**config.mk**
```make
export PLATFORM = sky130hd
export DESIGN_NAME = scsp_clock_ctrl
export DESIGN_NICKNAME = d
export VERILOG_FILES = /design/src/scsp_pkg.sv /design/src/scsp_clock_ctrl.sv
export SDC_FILE = /design/constraint.sdc
export NUM_CORES = 1
export LEC_CHECK = 0
export ABC_CLOCK_PERIOD_IN_PS = 4400
export BUFFER_PORTS_ARGS = -buffer_cell sky130_fd_sc_hd__buf_2
export CAP_MARGIN = 10
export CORE_ASPECT_RATIO = 2
export CORE_MARGIN = 3
export CORE_UTILIZATION = 46
export CTS_BUF_LIST = sky130_fd_sc_hd__clkbuf_8
export CTS_CLUSTER_DIAMETER = 30
export DETAILED_ROUTE_END_ITERATION = 8
export GPL_TIMING_DRIVEN = 1
export PLACE_DENSITY = 0.81
export SYNTH_ARGS = -nofsm -noshare
export SYNTH_HDL_FRONTEND = slang
export SYNTH_SLANG_ARGS = --single-unit
```
**constraint.sdc**
```tcl
create_clock -name pclk -period 4.4 [get_ports pclk]
set_clock_uncertainty 0.15 [all_clocks]
set_input_delay 0.88 -clock pclk [delete_from_list [all_inputs] [get_ports pclk]]
set_output_delay 0.88 -clock pclk [all_outputs]
set_load 0.02 [all_outputs]
```
**src/scsp_pkg.sv**
```systemverilog
package scsp_pkg;

  // Register indices; byte address is index times four
  localparam logic [7:0] SCSP_IDX_SEL    = 8'h00;
  localparam logic [7:0] SCSP_IDX_STATUS = 8'h01;
  localparam logic [7:0] SCSP_IDX_PRESC  = 8'h02;
  localparam logic [7:0] SCSP_IDX_LOCK   = 8'h03;
  localparam logic [7:0] SCSP_IDX_RTC    = 8'h04;
  localparam logic [7:0] SCSP_IDX_OSCEN  = 8'h05;
  localparam int         SCSP_ADDR_W     = 8;
  localparam int         SCSP_IDX_LSB    = 2;

  // Source codes, shared by select field, enable and status bit positions
  localparam logic [2:0] SCSP_SRC_BASE_RC = 3'h0;
  localparam logic [2:0] SCSP_SRC_FAST_RC = 3'h1;
  localparam logic [2:0] SCSP_SRC_SLOW_RC = 3'h2;
  localparam logic [2:0] SCSP_SRC_EXT     = 3'h3;
  localparam logic [2:0] SCSP_SRC_PLL     = 3'h4;
  localparam int         SCSP_NSRC        = 5;

  // Field layout
  localparam int SCSP_SEL_MSB   = 2;
  localparam int SCSP_A_MSB     = 6;
  localparam int SCSP_A_LSB     = 2;
  localparam int SCSP_BC_MSB    = 1;
  localparam int SCSP_LOCK_BIT  = 0;
  localparam int SCSP_RTC_CLK_SOURCE_MSB = 3;
  localparam int SCSP_RTC_CLK_SOURCE_LSB = 1;
  localparam int SCSP_RTC_CLK_GATE_BIT = 0;

  // Codes
  localparam logic [4:0] SCSP_A_NODIV   = 5'h00;
  localparam logic [4:0] SCSP_A_MAXCODE = 5'h11;
  localparam logic [1:0] SCSP_BC_1_1    = 2'h0;
  localparam logic [1:0] SCSP_BC_1_2    = 2'h1;
  localparam logic [1:0] SCSP_BC_4_1    = 2'h2;
  localparam logic [1:0] SCSP_BC_2_2    = 2'h3;
  localparam logic [2:0] SCSP_RTC_ULP   = 3'h0;
  localparam logic [2:0] SCSP_RTC_XTAL  = 3'h1;
  localparam logic [2:0] SCSP_RTC_RC    = 3'h2;
  localparam logic [2:0] SCSP_RTC_XTAL32 = 3'h5;

  // Reset values
  localparam logic [4:0] SCSP_OSCEN_RST = 5'h01;
  localparam logic [7:0] SCSP_ZERO8     = 8'h00;

  // Cycles of each source during a switch
  localparam logic [1:0] SCSP_SWITCH_TICKS = 2'h2;

  typedef enum logic [1:0] {
    SCSP_SW_IDLE = 2'b00,
    SCSP_SW_OLD  = 2'b01,
    SCSP_SW_NEW  = 2'b10
  } scsp_sw_state_t;

  typedef struct packed {
    logic per_x4;
    logic per_x2;
    logic per;
    logic cpu;
  } scsp_ticks_t;

endpackage

```
**src/scsp_clock_ctrl.sv**
```systemverilog
`timescale 1ns/100ps
module scsp_clock_ctrl
  import scsp_pkg::*;
(
  input  wire logic                 pclk,          // System clock, 50 MHz
  input  wire logic                 presetn,       // Async reset, active low
  input  wire logic                 psel,          // APB select
  input  wire logic                 penable,       // APB access phase
  input  wire logic                 pwrite,        // APB write
  input  wire logic [31:0]          paddr,         // APB byte address
  input  wire logic [31:0]          pwdata,        // APB write data
  output logic      [31:0]          prdata,        // APB read data
  output logic                      pready,        // APB ready
  output logic                      pslverr,       // APB error, unmapped
  input  wire logic                 ccp_unlock,    // Protection window open
  input  wire logic [SCSP_NSRC-1:0] osc_stable,    // Oscillator stable pins
  input  wire logic [SCSP_NSRC-1:0] source_tick,   // One pulse per source cycle
  input  wire logic [7:0]           rtc_src_ticks, // RTC source pulses by code
  output logic      [SCSP_NSRC-1:0] osc_on,        // Oscillator enables
  output logic      [2:0]           sys_clk_sel,   // Active system source
  output logic                      switch_busy,   // Source switch in progress
  output scsp_ticks_t               ticks,         // Derived clock enables
  output logic      [2:0]           rtc_src_sel,   // RTC source select
  output logic                      rtc_tick       // Gated RTC source pulse
);

  // Counter mask for divide by two to the power (code+1)/2
  function automatic logic [8:0] a_mask(input logic [4:0] code);
    logic [8:0] m;
    m = 9'h000;
    if (code != SCSP_A_NODIV) begin
      m = 9'(({9'h000, 1'b1} << ((code + 5'h01) >> 1)) - 10'h001);
    end
    return m;
  endfunction

  // Legal A codes: zero, or odd up to the largest ratio
  function automatic logic a_valid(input logic [4:0] code);
    return (code == SCSP_A_NODIV) || (code[0] && code <= SCSP_A_MAXCODE);
  endfunction

  // One-hot mask of a source code
  function automatic logic [SCSP_NSRC-1:0] src_bit(input logic [2:0] code);
    return {{(SCSP_NSRC-1){1'b0}}, 1'b1} << code;
  endfunction

  // Synchroniser and status
  logic [SCSP_NSRC-1:0] sync1_reg, sync2_reg, sync3_reg, stable_reg;
  logic [SCSP_NSRC-1:0] stable_next;
  logic [SCSP_NSRC-1:0] status_reg, status_next;

  // Control registers
  logic [SCSP_NSRC-1:0] osc_on_reg, osc_on_next;
  logic [2:0]           sel_reg, target_reg;
  scsp_sw_state_t       sw_reg;
  logic [1:0]           sw_cnt_reg;
  logic                 busy_reg;
  logic [4:0]           a_pend_reg, a_act_reg;
  logic [1:0]           bc_pend_reg, bc_act_reg;
  logic                 lock_reg;
  logic [2:0]           rtc_src_reg;
  logic                 rtc_gate_reg;
  logic                 rtc_tick_reg;

  // Prescaler state
  logic [8:0]           a_cnt_reg;
  logic [1:0]           bc_cnt_reg;
  scsp_ticks_t          ticks_reg, ticks_next;

  // APB
  logic [31:0]          prdata_reg, rdata_next;
  logic                 pready_reg, pslverr_reg;

  // Three-flop pin capture; change accepted when stages two and three agree
  assign stable_next = (sync2_reg & sync3_reg) | (stable_reg & (sync2_reg | sync3_reg));
  // Ready flags: synced stable level of an enabled oscillator
  wire base_rc_ready_flag = stable_next[SCSP_SRC_BASE_RC] && osc_on_reg[SCSP_SRC_BASE_RC];
  wire fast_rc_ready_flag = stable_next[SCSP_SRC_FAST_RC] && osc_on_reg[SCSP_SRC_FAST_RC];
  wire slow_rc_ready_flag = stable_next[SCSP_SRC_SLOW_RC] && osc_on_reg[SCSP_SRC_SLOW_RC];
  wire ext_osc_ready_flag = stable_next[SCSP_SRC_EXT] && osc_on_reg[SCSP_SRC_EXT];
  wire pll_ready_flag     = stable_next[SCSP_SRC_PLL] && osc_on_reg[SCSP_SRC_PLL];
  assign status_next = {pll_ready_flag, ext_osc_ready_flag, slow_rc_ready_flag,
                        fast_rc_ready_flag, base_rc_ready_flag};

  always_ff @(posedge pclk or negedge presetn) begin
    if (!presetn) begin
      sync1_reg  <= '0;
      sync2_reg  <= '0;
      sync3_reg  <= '0;
      stable_reg <= '0;
      status_reg <= '0;
    end else begin
      sync1_reg  <= osc_stable;
      sync2_reg  <= sync1_reg;
      sync3_reg  <= sync2_reg;
      stable_reg <= stable_next;
      status_reg <= status_next;
    end
  end

  // Address decode
  wire [SCSP_ADDR_W-1:0] idx      = paddr[SCSP_IDX_LSB +: SCSP_ADDR_W];
  wire                   aligned  = (paddr[SCSP_IDX_LSB-1:0] == 2'h0) &&
                                    (paddr[31:SCSP_IDX_LSB+SCSP_ADDR_W] == '0);
  wire hit_sel    = aligned && idx == SCSP_IDX_SEL;
  wire hit_status = aligned && idx == SCSP_IDX_STATUS;
  wire hit_presc  = aligned && idx == SCSP_IDX_PRESC;
  wire hit_lock   = aligned && idx == SCSP_IDX_LOCK;
  wire hit_rtc    = aligned && idx == SCSP_IDX_RTC;
  wire hit_oscen  = aligned && idx == SCSP_IDX_OSCEN;
  wire mapped     = hit_sel | hit_status | hit_presc | hit_lock | hit_rtc | hit_oscen;

  wire setup_ph   = psel && !penable;
  wire sw_idle    = (sw_reg == SCSP_SW_IDLE);
  wire wr_go      = psel && penable && pready_reg && pwrite && !pslverr_reg;
  wire prot_ok    = ccp_unlock && !lock_reg;

  // Source selection request
  wire [2:0] sel_req    = pwdata[SCSP_SEL_MSB:0];
  wire       sel_code_ok = sel_req <= SCSP_SRC_PLL;
  wire       sel_rdy    = sel_code_ok && status_reg[sel_req];
  wire       sel_wr     = wr_go && hit_sel && prot_ok && sel_rdy &&
                          (sw_reg == SCSP_SW_IDLE) && (sel_req != sel_reg);

  // Prescale request
  wire [4:0] a_req      = pwdata[SCSP_A_MSB:SCSP_A_LSB];
  wire [1:0] bc_req     = pwdata[SCSP_BC_MSB:0];
  wire       presc_wr   = wr_go && hit_presc && prot_ok && a_valid(a_req);

  wire       lock_set   = wr_go && hit_lock && ccp_unlock && pwdata[SCSP_LOCK_BIT];

  wire [2:0] rtc_req    = pwdata[SCSP_RTC_CLK_SOURCE_MSB:SCSP_RTC_CLK_SOURCE_LSB];
  wire       rtc_ok     = (rtc_req == SCSP_RTC_ULP) || (rtc_req == SCSP_RTC_XTAL) ||
                          (rtc_req == SCSP_RTC_RC) || (rtc_req == SCSP_RTC_XTAL32);
  wire       rtc_wr     = wr_go && hit_rtc;
  wire       rtc_clk_gate = pwdata[SCSP_RTC_CLK_GATE_BIT];

  // Active and switching-to sources may not be switched off
  wire [SCSP_NSRC-1:0] keep_on = src_bit(sel_reg) | (sw_idle ? '0 : src_bit(target_reg));
  // Requested enables; the kept mask wins over a clear
  wire pll_on     = pwdata[SCSP_SRC_PLL];
  wire ext_osc_on = pwdata[SCSP_SRC_EXT];
  wire slow_rc_on = pwdata[SCSP_SRC_SLOW_RC];
  wire fast_rc_on = pwdata[SCSP_SRC_FAST_RC];
  wire base_rc_on = pwdata[SCSP_SRC_BASE_RC];
  wire [SCSP_NSRC-1:0] on_req = {pll_on, ext_osc_on, slow_rc_on, fast_rc_on, base_rc_on};
  assign osc_on_next = (wr_go && hit_oscen) ? (on_req | keep_on) : osc_on_reg;

  // Switch sequencing ticks
  wire old_tick = source_tick[sel_reg];
  wire new_tick = source_tick[target_reg];
  wire sw_last  = (sw_cnt_reg == SCSP_SWITCH_TICKS - 2'h1);

  always_ff @(posedge pclk or negedge presetn) begin
    if (!presetn) begin
      sel_reg    <= SCSP_SRC_BASE_RC;
      target_reg <= SCSP_SRC_BASE_RC;
      sw_reg     <= SCSP_SW_IDLE;
      sw_cnt_reg <= 2'h0;
      busy_reg   <= 1'b0;
    end else begin
      case (sw_reg)
        SCSP_SW_IDLE: begin
          if (sel_wr) begin
            target_reg <= sel_req;
            // Busy kept in its own flop so the pin is registered
            busy_reg   <= 1'b1;
            sw_cnt_reg <= 2'h0;
            sw_reg     <= SCSP_SW_OLD;
          end
        end
        SCSP_SW_OLD: begin
          if (old_tick) begin
            sw_cnt_reg <= sw_last ? 2'h0 : sw_cnt_reg + 2'h1;
            if (sw_last) begin
              sel_reg <= target_reg;
              sw_reg  <= SCSP_SW_NEW;
            end
          end
        end
        SCSP_SW_NEW: begin
          if (new_tick) begin
            sw_cnt_reg <= sw_last ? 2'h0 : sw_cnt_reg + 2'h1;
            if (sw_last) begin
              sw_reg   <= SCSP_SW_IDLE;
              busy_reg <= 1'b0;
            end
          end
        end
        default: begin
          sw_reg   <= SCSP_SW_IDLE;
          busy_reg <= 1'b0;
        end
      endcase
    end
  end

  // Prescaler chain, driven by the active source while no switch is running
  wire       sys_tick = source_tick[sel_reg] && (sw_reg == SCSP_SW_IDLE);
  wire [8:0] a_m      = a_mask(a_act_reg);
  wire       a_wrap   = (a_cnt_reg & a_m) == a_m;
  wire       x4_hit   = sys_tick && a_wrap;

  // B mask and total B*C mask per code
  wire [1:0] b_m = (bc_act_reg == SCSP_BC_4_1) ? 2'h3 :
                   (bc_act_reg == SCSP_BC_2_2) ? 2'h1 : 2'h0;
  wire [1:0] t_m = (bc_act_reg == SCSP_BC_1_1) ? 2'h0 :
                   (bc_act_reg == SCSP_BC_1_2) ? 2'h1 : 2'h3;
  wire       x2_hit  = x4_hit && ((bc_cnt_reg & b_m) == b_m);
  wire       per_hit = x4_hit && (bc_cnt_reg == t_m);

  assign ticks_next = '{per_x4: x4_hit, per_x2: x2_hit, per: per_hit, cpu: per_hit};

  always_ff @(posedge pclk or negedge presetn) begin
    if (!presetn) begin
      a_cnt_reg   <= 9'h000;
      bc_cnt_reg  <= 2'h0;
      a_act_reg   <= SCSP_A_NODIV;
      bc_act_reg  <= SCSP_BC_1_1;
      a_pend_reg  <= SCSP_A_NODIV;
      bc_pend_reg <= SCSP_BC_1_1;
      ticks_reg   <= '0;
    end else begin
      ticks_reg <= ticks_next;
      if (presc_wr) begin
        a_pend_reg  <= a_req;
        bc_pend_reg <= bc_req;
      end
      if (per_hit) begin
        // New factors land on the slowest edge; restart keeps clocks aligned
        a_act_reg  <= a_pend_reg;
        bc_act_reg <= bc_pend_reg;
        a_cnt_reg  <= 9'h000;
        bc_cnt_reg <= 2'h0;
      end else if (sys_tick) begin
        a_cnt_reg <= a_wrap ? 9'h000 : a_cnt_reg + 9'h001;
        if (x4_hit) begin
          bc_cnt_reg <= bc_cnt_reg + 2'h1;
        end
      end
    end
  end

  // Lock, RTC and oscillator enables
  always_ff @(posedge pclk or negedge presetn) begin
    if (!presetn) begin
      lock_reg     <= 1'b0;
      rtc_src_reg  <= SCSP_RTC_ULP;
      rtc_gate_reg <= 1'b0;
      rtc_tick_reg <= 1'b0;
      osc_on_reg   <= SCSP_OSCEN_RST;
    end else begin
      // Lock only ever sets; reset is its sole clear
      if (lock_set) begin
        lock_reg <= 1'b1;
      end
      if (rtc_wr) begin
        // Gate bit lands even when the source code is reserved
        rtc_gate_reg <= rtc_clk_gate;
        if (rtc_ok) begin
          rtc_src_reg <= rtc_req;
        end
      end
      rtc_tick_reg <= rtc_gate_reg && rtc_src_ticks[rtc_src_reg];
      osc_on_reg   <= osc_on_next;
    end
  end

  // Read mux
  // Prescale readback shows the pending value until it lands
  always_comb begin
    rdata_next = 32'h0000_0000;
    if (hit_sel) begin
      rdata_next[SCSP_SEL_MSB:0] = sel_reg;
    end else if (hit_status) begin
      rdata_next[SCSP_NSRC-1:0] = status_reg;
    end else if (hit_presc) begin
      rdata_next[SCSP_A_MSB:SCSP_A_LSB] = a_pend_reg;
      rdata_next[SCSP_BC_MSB:0]         = bc_pend_reg;
    end else if (hit_lock) begin
      rdata_next[SCSP_LOCK_BIT] = lock_reg;
    end else if (hit_rtc) begin
      rdata_next[SCSP_RTC_CLK_SOURCE_MSB:SCSP_RTC_CLK_SOURCE_LSB] = rtc_src_reg;
      rdata_next[SCSP_RTC_CLK_GATE_BIT]                  = rtc_gate_reg;
    end else if (hit_oscen) begin
      rdata_next[SCSP_NSRC-1:0] = osc_on_reg;
    end
  end

  // One wait-free access: answer prepared in setup, ready in first access cycle
  always_ff @(posedge pclk or negedge presetn) begin
    if (!presetn) begin
      prdata_reg  <= 32'h0000_0000;
      pready_reg  <= 1'b0;
      pslverr_reg <= 1'b0;
    end else begin
      pready_reg  <= setup_ph;
      pslverr_reg <= setup_ph && !mapped;
      if (setup_ph && !pwrite) begin
        prdata_reg <= rdata_next;
      end
    end
  end

  assign prdata      = prdata_reg;
  assign pready      = pready_reg;
  assign pslverr     = pslverr_reg;
  assign osc_on      = osc_on_reg;
  assign sys_clk_sel = sel_reg;
  assign switch_busy = busy_reg;
  assign ticks       = ticks_reg;
  assign rtc_src_sel = rtc_src_reg;
  assign rtc_tick    = rtc_tick_reg;

endmodule

```
==> impl_results.html <==
<table>
<tr><th>Metric</th><th>Value</th></tr>
<tr><th colspan="2">Run status</th></tr>
<tr><td>Status</td><td>finished clean</td></tr>
<tr><th colspan="2">Critical path</th></tr>
<tr><td>Startpoint of the most critical register-to-register path</td><td>a_act_reg[1]</td></tr>
<tr><td>Critical path startpoint</td><td>a_act_reg[1]</td></tr>
<tr><td>Cells along the critical path</td><td>ha_1, xor2_1, o21ai_1, nor2b_1, inv_1, ha_1, inv_1, o21ai_0, a221o_1, o21ai_0, o31a_4, nor3_4, mux2_4</td></tr>
<tr><td>Worst reg-to-reg path cell count</td><td>13</td></tr>
<tr><td>Setup crit end kind</td><td>flip-flop</td></tr>
<tr><td>Maximum single-stage delay on the critical path</td><td>0.50 ns</td></tr>
<tr><td>Crit path launch type</td><td>flip-flop</td></tr>
<tr><td>Cell with the biggest individual delay on the critical path</td><td>ha_1</td></tr>
<tr><td>CP Class</td><td>reg -&gt; reg</td></tr>
<tr><td>Arrival time at the worst endpoint</td><td>3.82 ns</td></tr>
<tr><td>Sum of buffers and inverters on the critical path</td><td>2</td></tr>
<tr><td>Worst reg2reg setup slack</td><td>0.67 ns</td></tr>
<tr><td>WP depth</td><td>13</td></tr>
<tr><td>Kind of cell adding the most delay to the critical path</td><td>compound AO/OA/AOI/OAI gates</td></tr>
<tr><td>Worst endpoint required time</td><td>4.50 ns</td></tr>
<tr><td>CP Max Fanout</td><td>12</td></tr>
<tr><td>Endpoint of the worst-slack reg-to-reg timing path</td><td>bc_cnt_reg[0]</td></tr>
<tr><td>Worst setup path endpoint</td><td>bc_cnt_reg[0]</td></tr>
<tr><th colspan="2">Timing</th></tr>
<tr><td>Transition time of the tightest slew-check pin</td><td>1.04 ns</td></tr>
<tr><td>Number of max-slew violations in the final report</td><td>0</td></tr>
<tr><td>Final Hold Violating Endpoints</td><td>0</td></tr>
<tr><td>Fin crit period</td><td>3.73 ns</td></tr>
<tr><td>Final worst-path cycle share</td><td>84.7%</td></tr>
<tr><td>Setup violators final</td><td>0</td></tr>
<tr><td>Setup repair after global routing missed its margin</td><td>false</td></tr>
<tr><td>Fmax</td><td>0.268 GHz</td></tr>
<tr><td>Post-route setup TNS</td><td>0 ns</td></tr>
<tr><td>Worst Slack Setup Final</td><td>0.671 ns</td></tr>
<tr><td>Worst slew slack as a fraction of its limit</td><td>30.5%</td></tr>
<tr><th colspan="2">Drt</th></tr>
<tr><td>DR DRC count</td><td>0</td></tr>
<tr><td>Total Wirelength</td><td>10400 µm</td></tr>
<tr><td>Number of DRC violations after detailed-routing iteration 0</td><td>242</td></tr>
<tr><td>Total via count after detailed routing</td><td>3475</td></tr>
<tr><td>Remaining antenna violation count</td><td>0</td></tr>
<tr><td>Post-DR vias/cell</td><td>5.39</td></tr>
<tr><td>Length of the first detailed-routing pass in iterations</td><td>4</td></tr>
<tr><td>Drt wl/cell</td><td>16.2 µm</td></tr>
<tr><th colspan="2">Clock tree</th></tr>
<tr><td>Hold buffer count at cts</td><td>0</td></tr>
<tr><td>Maximum buffer depth of the clock tree</td><td>2</td></tr>
<tr><td>Clock latency reported for the late side of the worst-skew pair</td><td>0.36 ns</td></tr>
<tr><td>Number of buffers inserted to repair setup after CTS</td><td>0</td></tr>
<tr><td>Number of cells upsized or downsized after cts</td><td>0</td></tr>
<tr><td>Clock-pin slew of the registers on the worst-case setup and hold paths</td><td>0.09 ns</td></tr>
<tr><td>Total clock buffers created by CTS</td><td>9</td></tr>
<tr><td>TritonCTS clock tree</td><td>yes</td></tr>
<tr><td>Buffer cell driving the clock tree root</td><td>clkbuf_8</td></tr>
<tr><td>Clock Sinks</td><td>84</td></tr>
<tr><td>H-tree Lvls</td><td>3</td></tr>
<tr><th colspan="2">Finish</th></tr>
<tr><td>Share of final-layout standard cells stronger than drive strength 1</td><td>28.1%</td></tr>
<tr><td>Layout Nets</td><td>604</td></tr>
<tr><td>Summed area of non-filler cells in the final layout</td><td>5190 µm²</td></tr>
<tr><td>Relative area change from synthesis to final layout</td><td>15.7%</td></tr>
<tr><td>Highest-count cells in the layout ignoring fill and taps</td><td>buf_2 (87), dfrtp_1 (83), nand2_1 (32)</td></tr>
<tr><td>Most common cell after layout, fill and taps aside</td><td>buf_2</td></tr>
<tr><td>Filler Cells Inserted</td><td>810</td></tr>
<tr><td>Flip-flop count of the largest register, all copies and words added</td><td>9</td></tr>
<tr><th colspan="2">Logic synthesis</th></tr>
<tr><td>Total of flip-flops plus latches after synthesis</td><td>84</td></tr>
<tr><td>Synthesized area</td><td>4480 µm²</td></tr>
<tr><td>Post-synthesis cell type with the largest combined area</td><td>dfrtp_1</td></tr>
<tr><td>Count of warnings emitted by yosys</td><td>0</td></tr>
<tr><td>Portion of the post-synthesis area used by sequential elements</td><td>46.9%</td></tr>
<tr><td>Number of distinct library cells after synthesis</td><td>74</td></tr>
<tr><td>Largest cells by area after synthesis</td><td>dfrtp_1 (46%), buf_4 (4.5%), mux2_2 (3.3%)</td></tr>
<tr><td>Most common flop cell mapped by yosys</td><td>dfrtp_1</td></tr>
<tr><td>Share of flip-flops with an asynchronous set or reset after synthesis</td><td>100%</td></tr>
<tr><td>Mean post-synth cell area</td><td>10.6 µm²</td></tr>
<tr><td>Area fraction of the dominant cell type after synthesis</td><td>46.3%</td></tr>
<tr><td>EDFF count, synth</td><td>0</td></tr>
<tr><td>Synthesized instance count</td><td>422</td></tr>
<tr><th colspan="2">Power and ir drop</th></tr>
<tr><td>Power density of the placed cells</td><td>311 nW/µm²</td></tr>
<tr><td>Leakage power of the design</td><td>2.47 nW</td></tr>
<tr><td>Maximum vdd ir drop</td><td>0.239 mV</td></tr>
<tr><th colspan="2">Place</th></tr>
<tr><td>Worst slack at placement</td><td>0.723 ns</td></tr>
<tr><td># port buffers</td><td>88</td></tr>
<tr><td>Estimated wirelength of the detail-placed design</td><td>7970 µm</td></tr>
<tr><td>Placed Area</td><td>4930 µm²</td></tr>
<tr><td>Weighted congestion at the end of routability-driven global placement</td><td>0.889</td></tr>
<tr><th colspan="2">Die</th></tr>
<tr><td>Overall die height</td><td>146 µm</td></tr>
<tr><td>Count of boundary I/O pins</td><td>139</td></tr>
<tr><td>Die width</td><td>75.8 µm</td></tr>
<tr><td>Die area</td><td>11000 µm²</td></tr>
<tr><td>Cell row count</td><td>50</td></tr>
<tr><td>Initial Util</td><td>47.5%</td></tr>
<tr><td>Core Box Area</td><td>9450 µm²</td></tr>
<tr><th colspan="2">Min path</th></tr>
<tr><td>Worst hold path class</td><td>reg -&gt; reg</td></tr>
<tr><th colspan="2">Global routing</th></tr>
<tr><td>Largest net degree at the start of global routing</td><td>85</td></tr>
<tr><td>Number of global-route vias before repair</td><td>3533</td></tr>
<tr><td>GRT Resource Usage Total</td><td>20.3%</td></tr>
<tr><td>Number of antenna violations at the first check in global routing</td><td>2</td></tr>
<tr><td>Wire length of the first global-routing pass</td><td>17200 µm</td></tr>
<tr><td>Leftover overflow at the end of global routing</td><td>0</td></tr>
<tr><th colspan="2">Job</th></tr>
<tr><td>Max-cap violation count</td><td>0</td></tr>
</table>
-- routing by layer --
layer | global-route usage [%] | up-vias | routed length, µm
met3 | 3.39 | 30 | 534
met4 | 9.81 | 0 | 365
met2 | 34.2 | 120 | 5690
li1 | - | 1649 | -
met5 | 0 | - | 0
met1 | 23.8 | 1676 | 3840
-- synth_stat cells, types with 3 or more instances --
library cell   n
a22o_1         4
and3_1         5
dfrtp_1       83
xor2_1        10
mux2_4         3
mux2_1         7
maj3_1         6
inv_1         19
mux2_2        13
a31oi_1        4
mux4_2         6
mux2i_1        3
a21oi_1       18
nor2_1        30
nand2_1       32
nand3_1       10
o21a_1         3
clkbuf_1       5
and2_1         5
nor4_1         6
nand3b_1       3
a22oi_1        3
nand4_1        8
buf_2          3
o221ai_1       3
o21ai_0       24
a211oi_1       3
ha_1           8
xnor2_1        3
buf_4         27
nor2b_1        8
nor3_1         7
-- power breakdown --
group          switching (mW)  internal (mW)
Clock                   0.285          0.399
Combinational          0.0852         0.0435
Sequential            0.00804          0.791
-- worst min-delay path by stage --
stage	start	end	cells after the start
global route	sync1_reg[1]	sync2_reg[1]	0
CTS	sync1_reg[0]	sync2_reg[0]	0
finish	sync1_reg[0]	sync2_reg[0]	0
floorplan	sync1_reg[0]	sync2_reg[0]	0
global placement	sync1_reg[0]	sync2_reg[0]	0
detailed placement	sync1_reg[0]	sync2_reg[0]	0
-- layout make-up --
| type | count | area (µm²) | area share, % |
|---|---|---|---|
| Sequential cell | 84 | 2100 | 40.5 |
| Clock buffer | 10 | 138 | 2.65 |
| Clock inverter | 6 | 119 | 2.29 |
| Inverter | 19 | 71.3 | 1.37 |
| Timing Repair Buffer | 88 | 443 | 8.54 |
| Tap cell | 130 | 163 | 3.13 |
| Multi-Input combinational cell | 306 | 2150 | 41.4 |
| Antenna cell | 2 | 5.00 | 0.0965 |
-- kinds of logic (layout without fill, tap and decap cells) --
| group | count (synthesis) | count (layout) | share of synthesized area (%) |
|---|---|---|---|
| flops | 84 | 84 | 46.9 |
| xor+xnor | 14 | 14 | 2.90 |
| fa+ha+maj | 14 | 14 | 3.57 |
| compound gates | 87 | 87 | 13.3 |
| other cells | 1 | 27 | 0.0836 |
| mux | 32 | 32 | 9.71 |
| buf+inv | 56 | 123 | 7.20 |
| simple gates | 134 | 134 | 16.3 |
-- worst register-to-register path, delay by kind of cell, from the launching register on --
family          cells  cell delay [ns]
flops               1             0.47
mux                 1             0.34
xor+xnor            1             0.19
buf+inv             2             0.11
simple gates        2             0.52
compound gates      5             1.10
fa+ha+maj           2             0.72
-- through the flow --
stage | hold WS (ns) | std cells | util [%] | power, mW
2_1_floorplan | 0.181 | 446 | - | 0.896
3_3_place_gp | 0.183 | 627 | 52.2 | 0.938
3_5_place_dp | 0.190 | 627 | 52.2 | 0.944
4_1_cts | 0.211 | 643 | 54.9 | 1.63
5_1_grt | 0.215 | 645 | 54.9 | 1.68
6_report | 0.205 | 645 | 54.9 | 1.61
(Power assumes the default switching activity.)
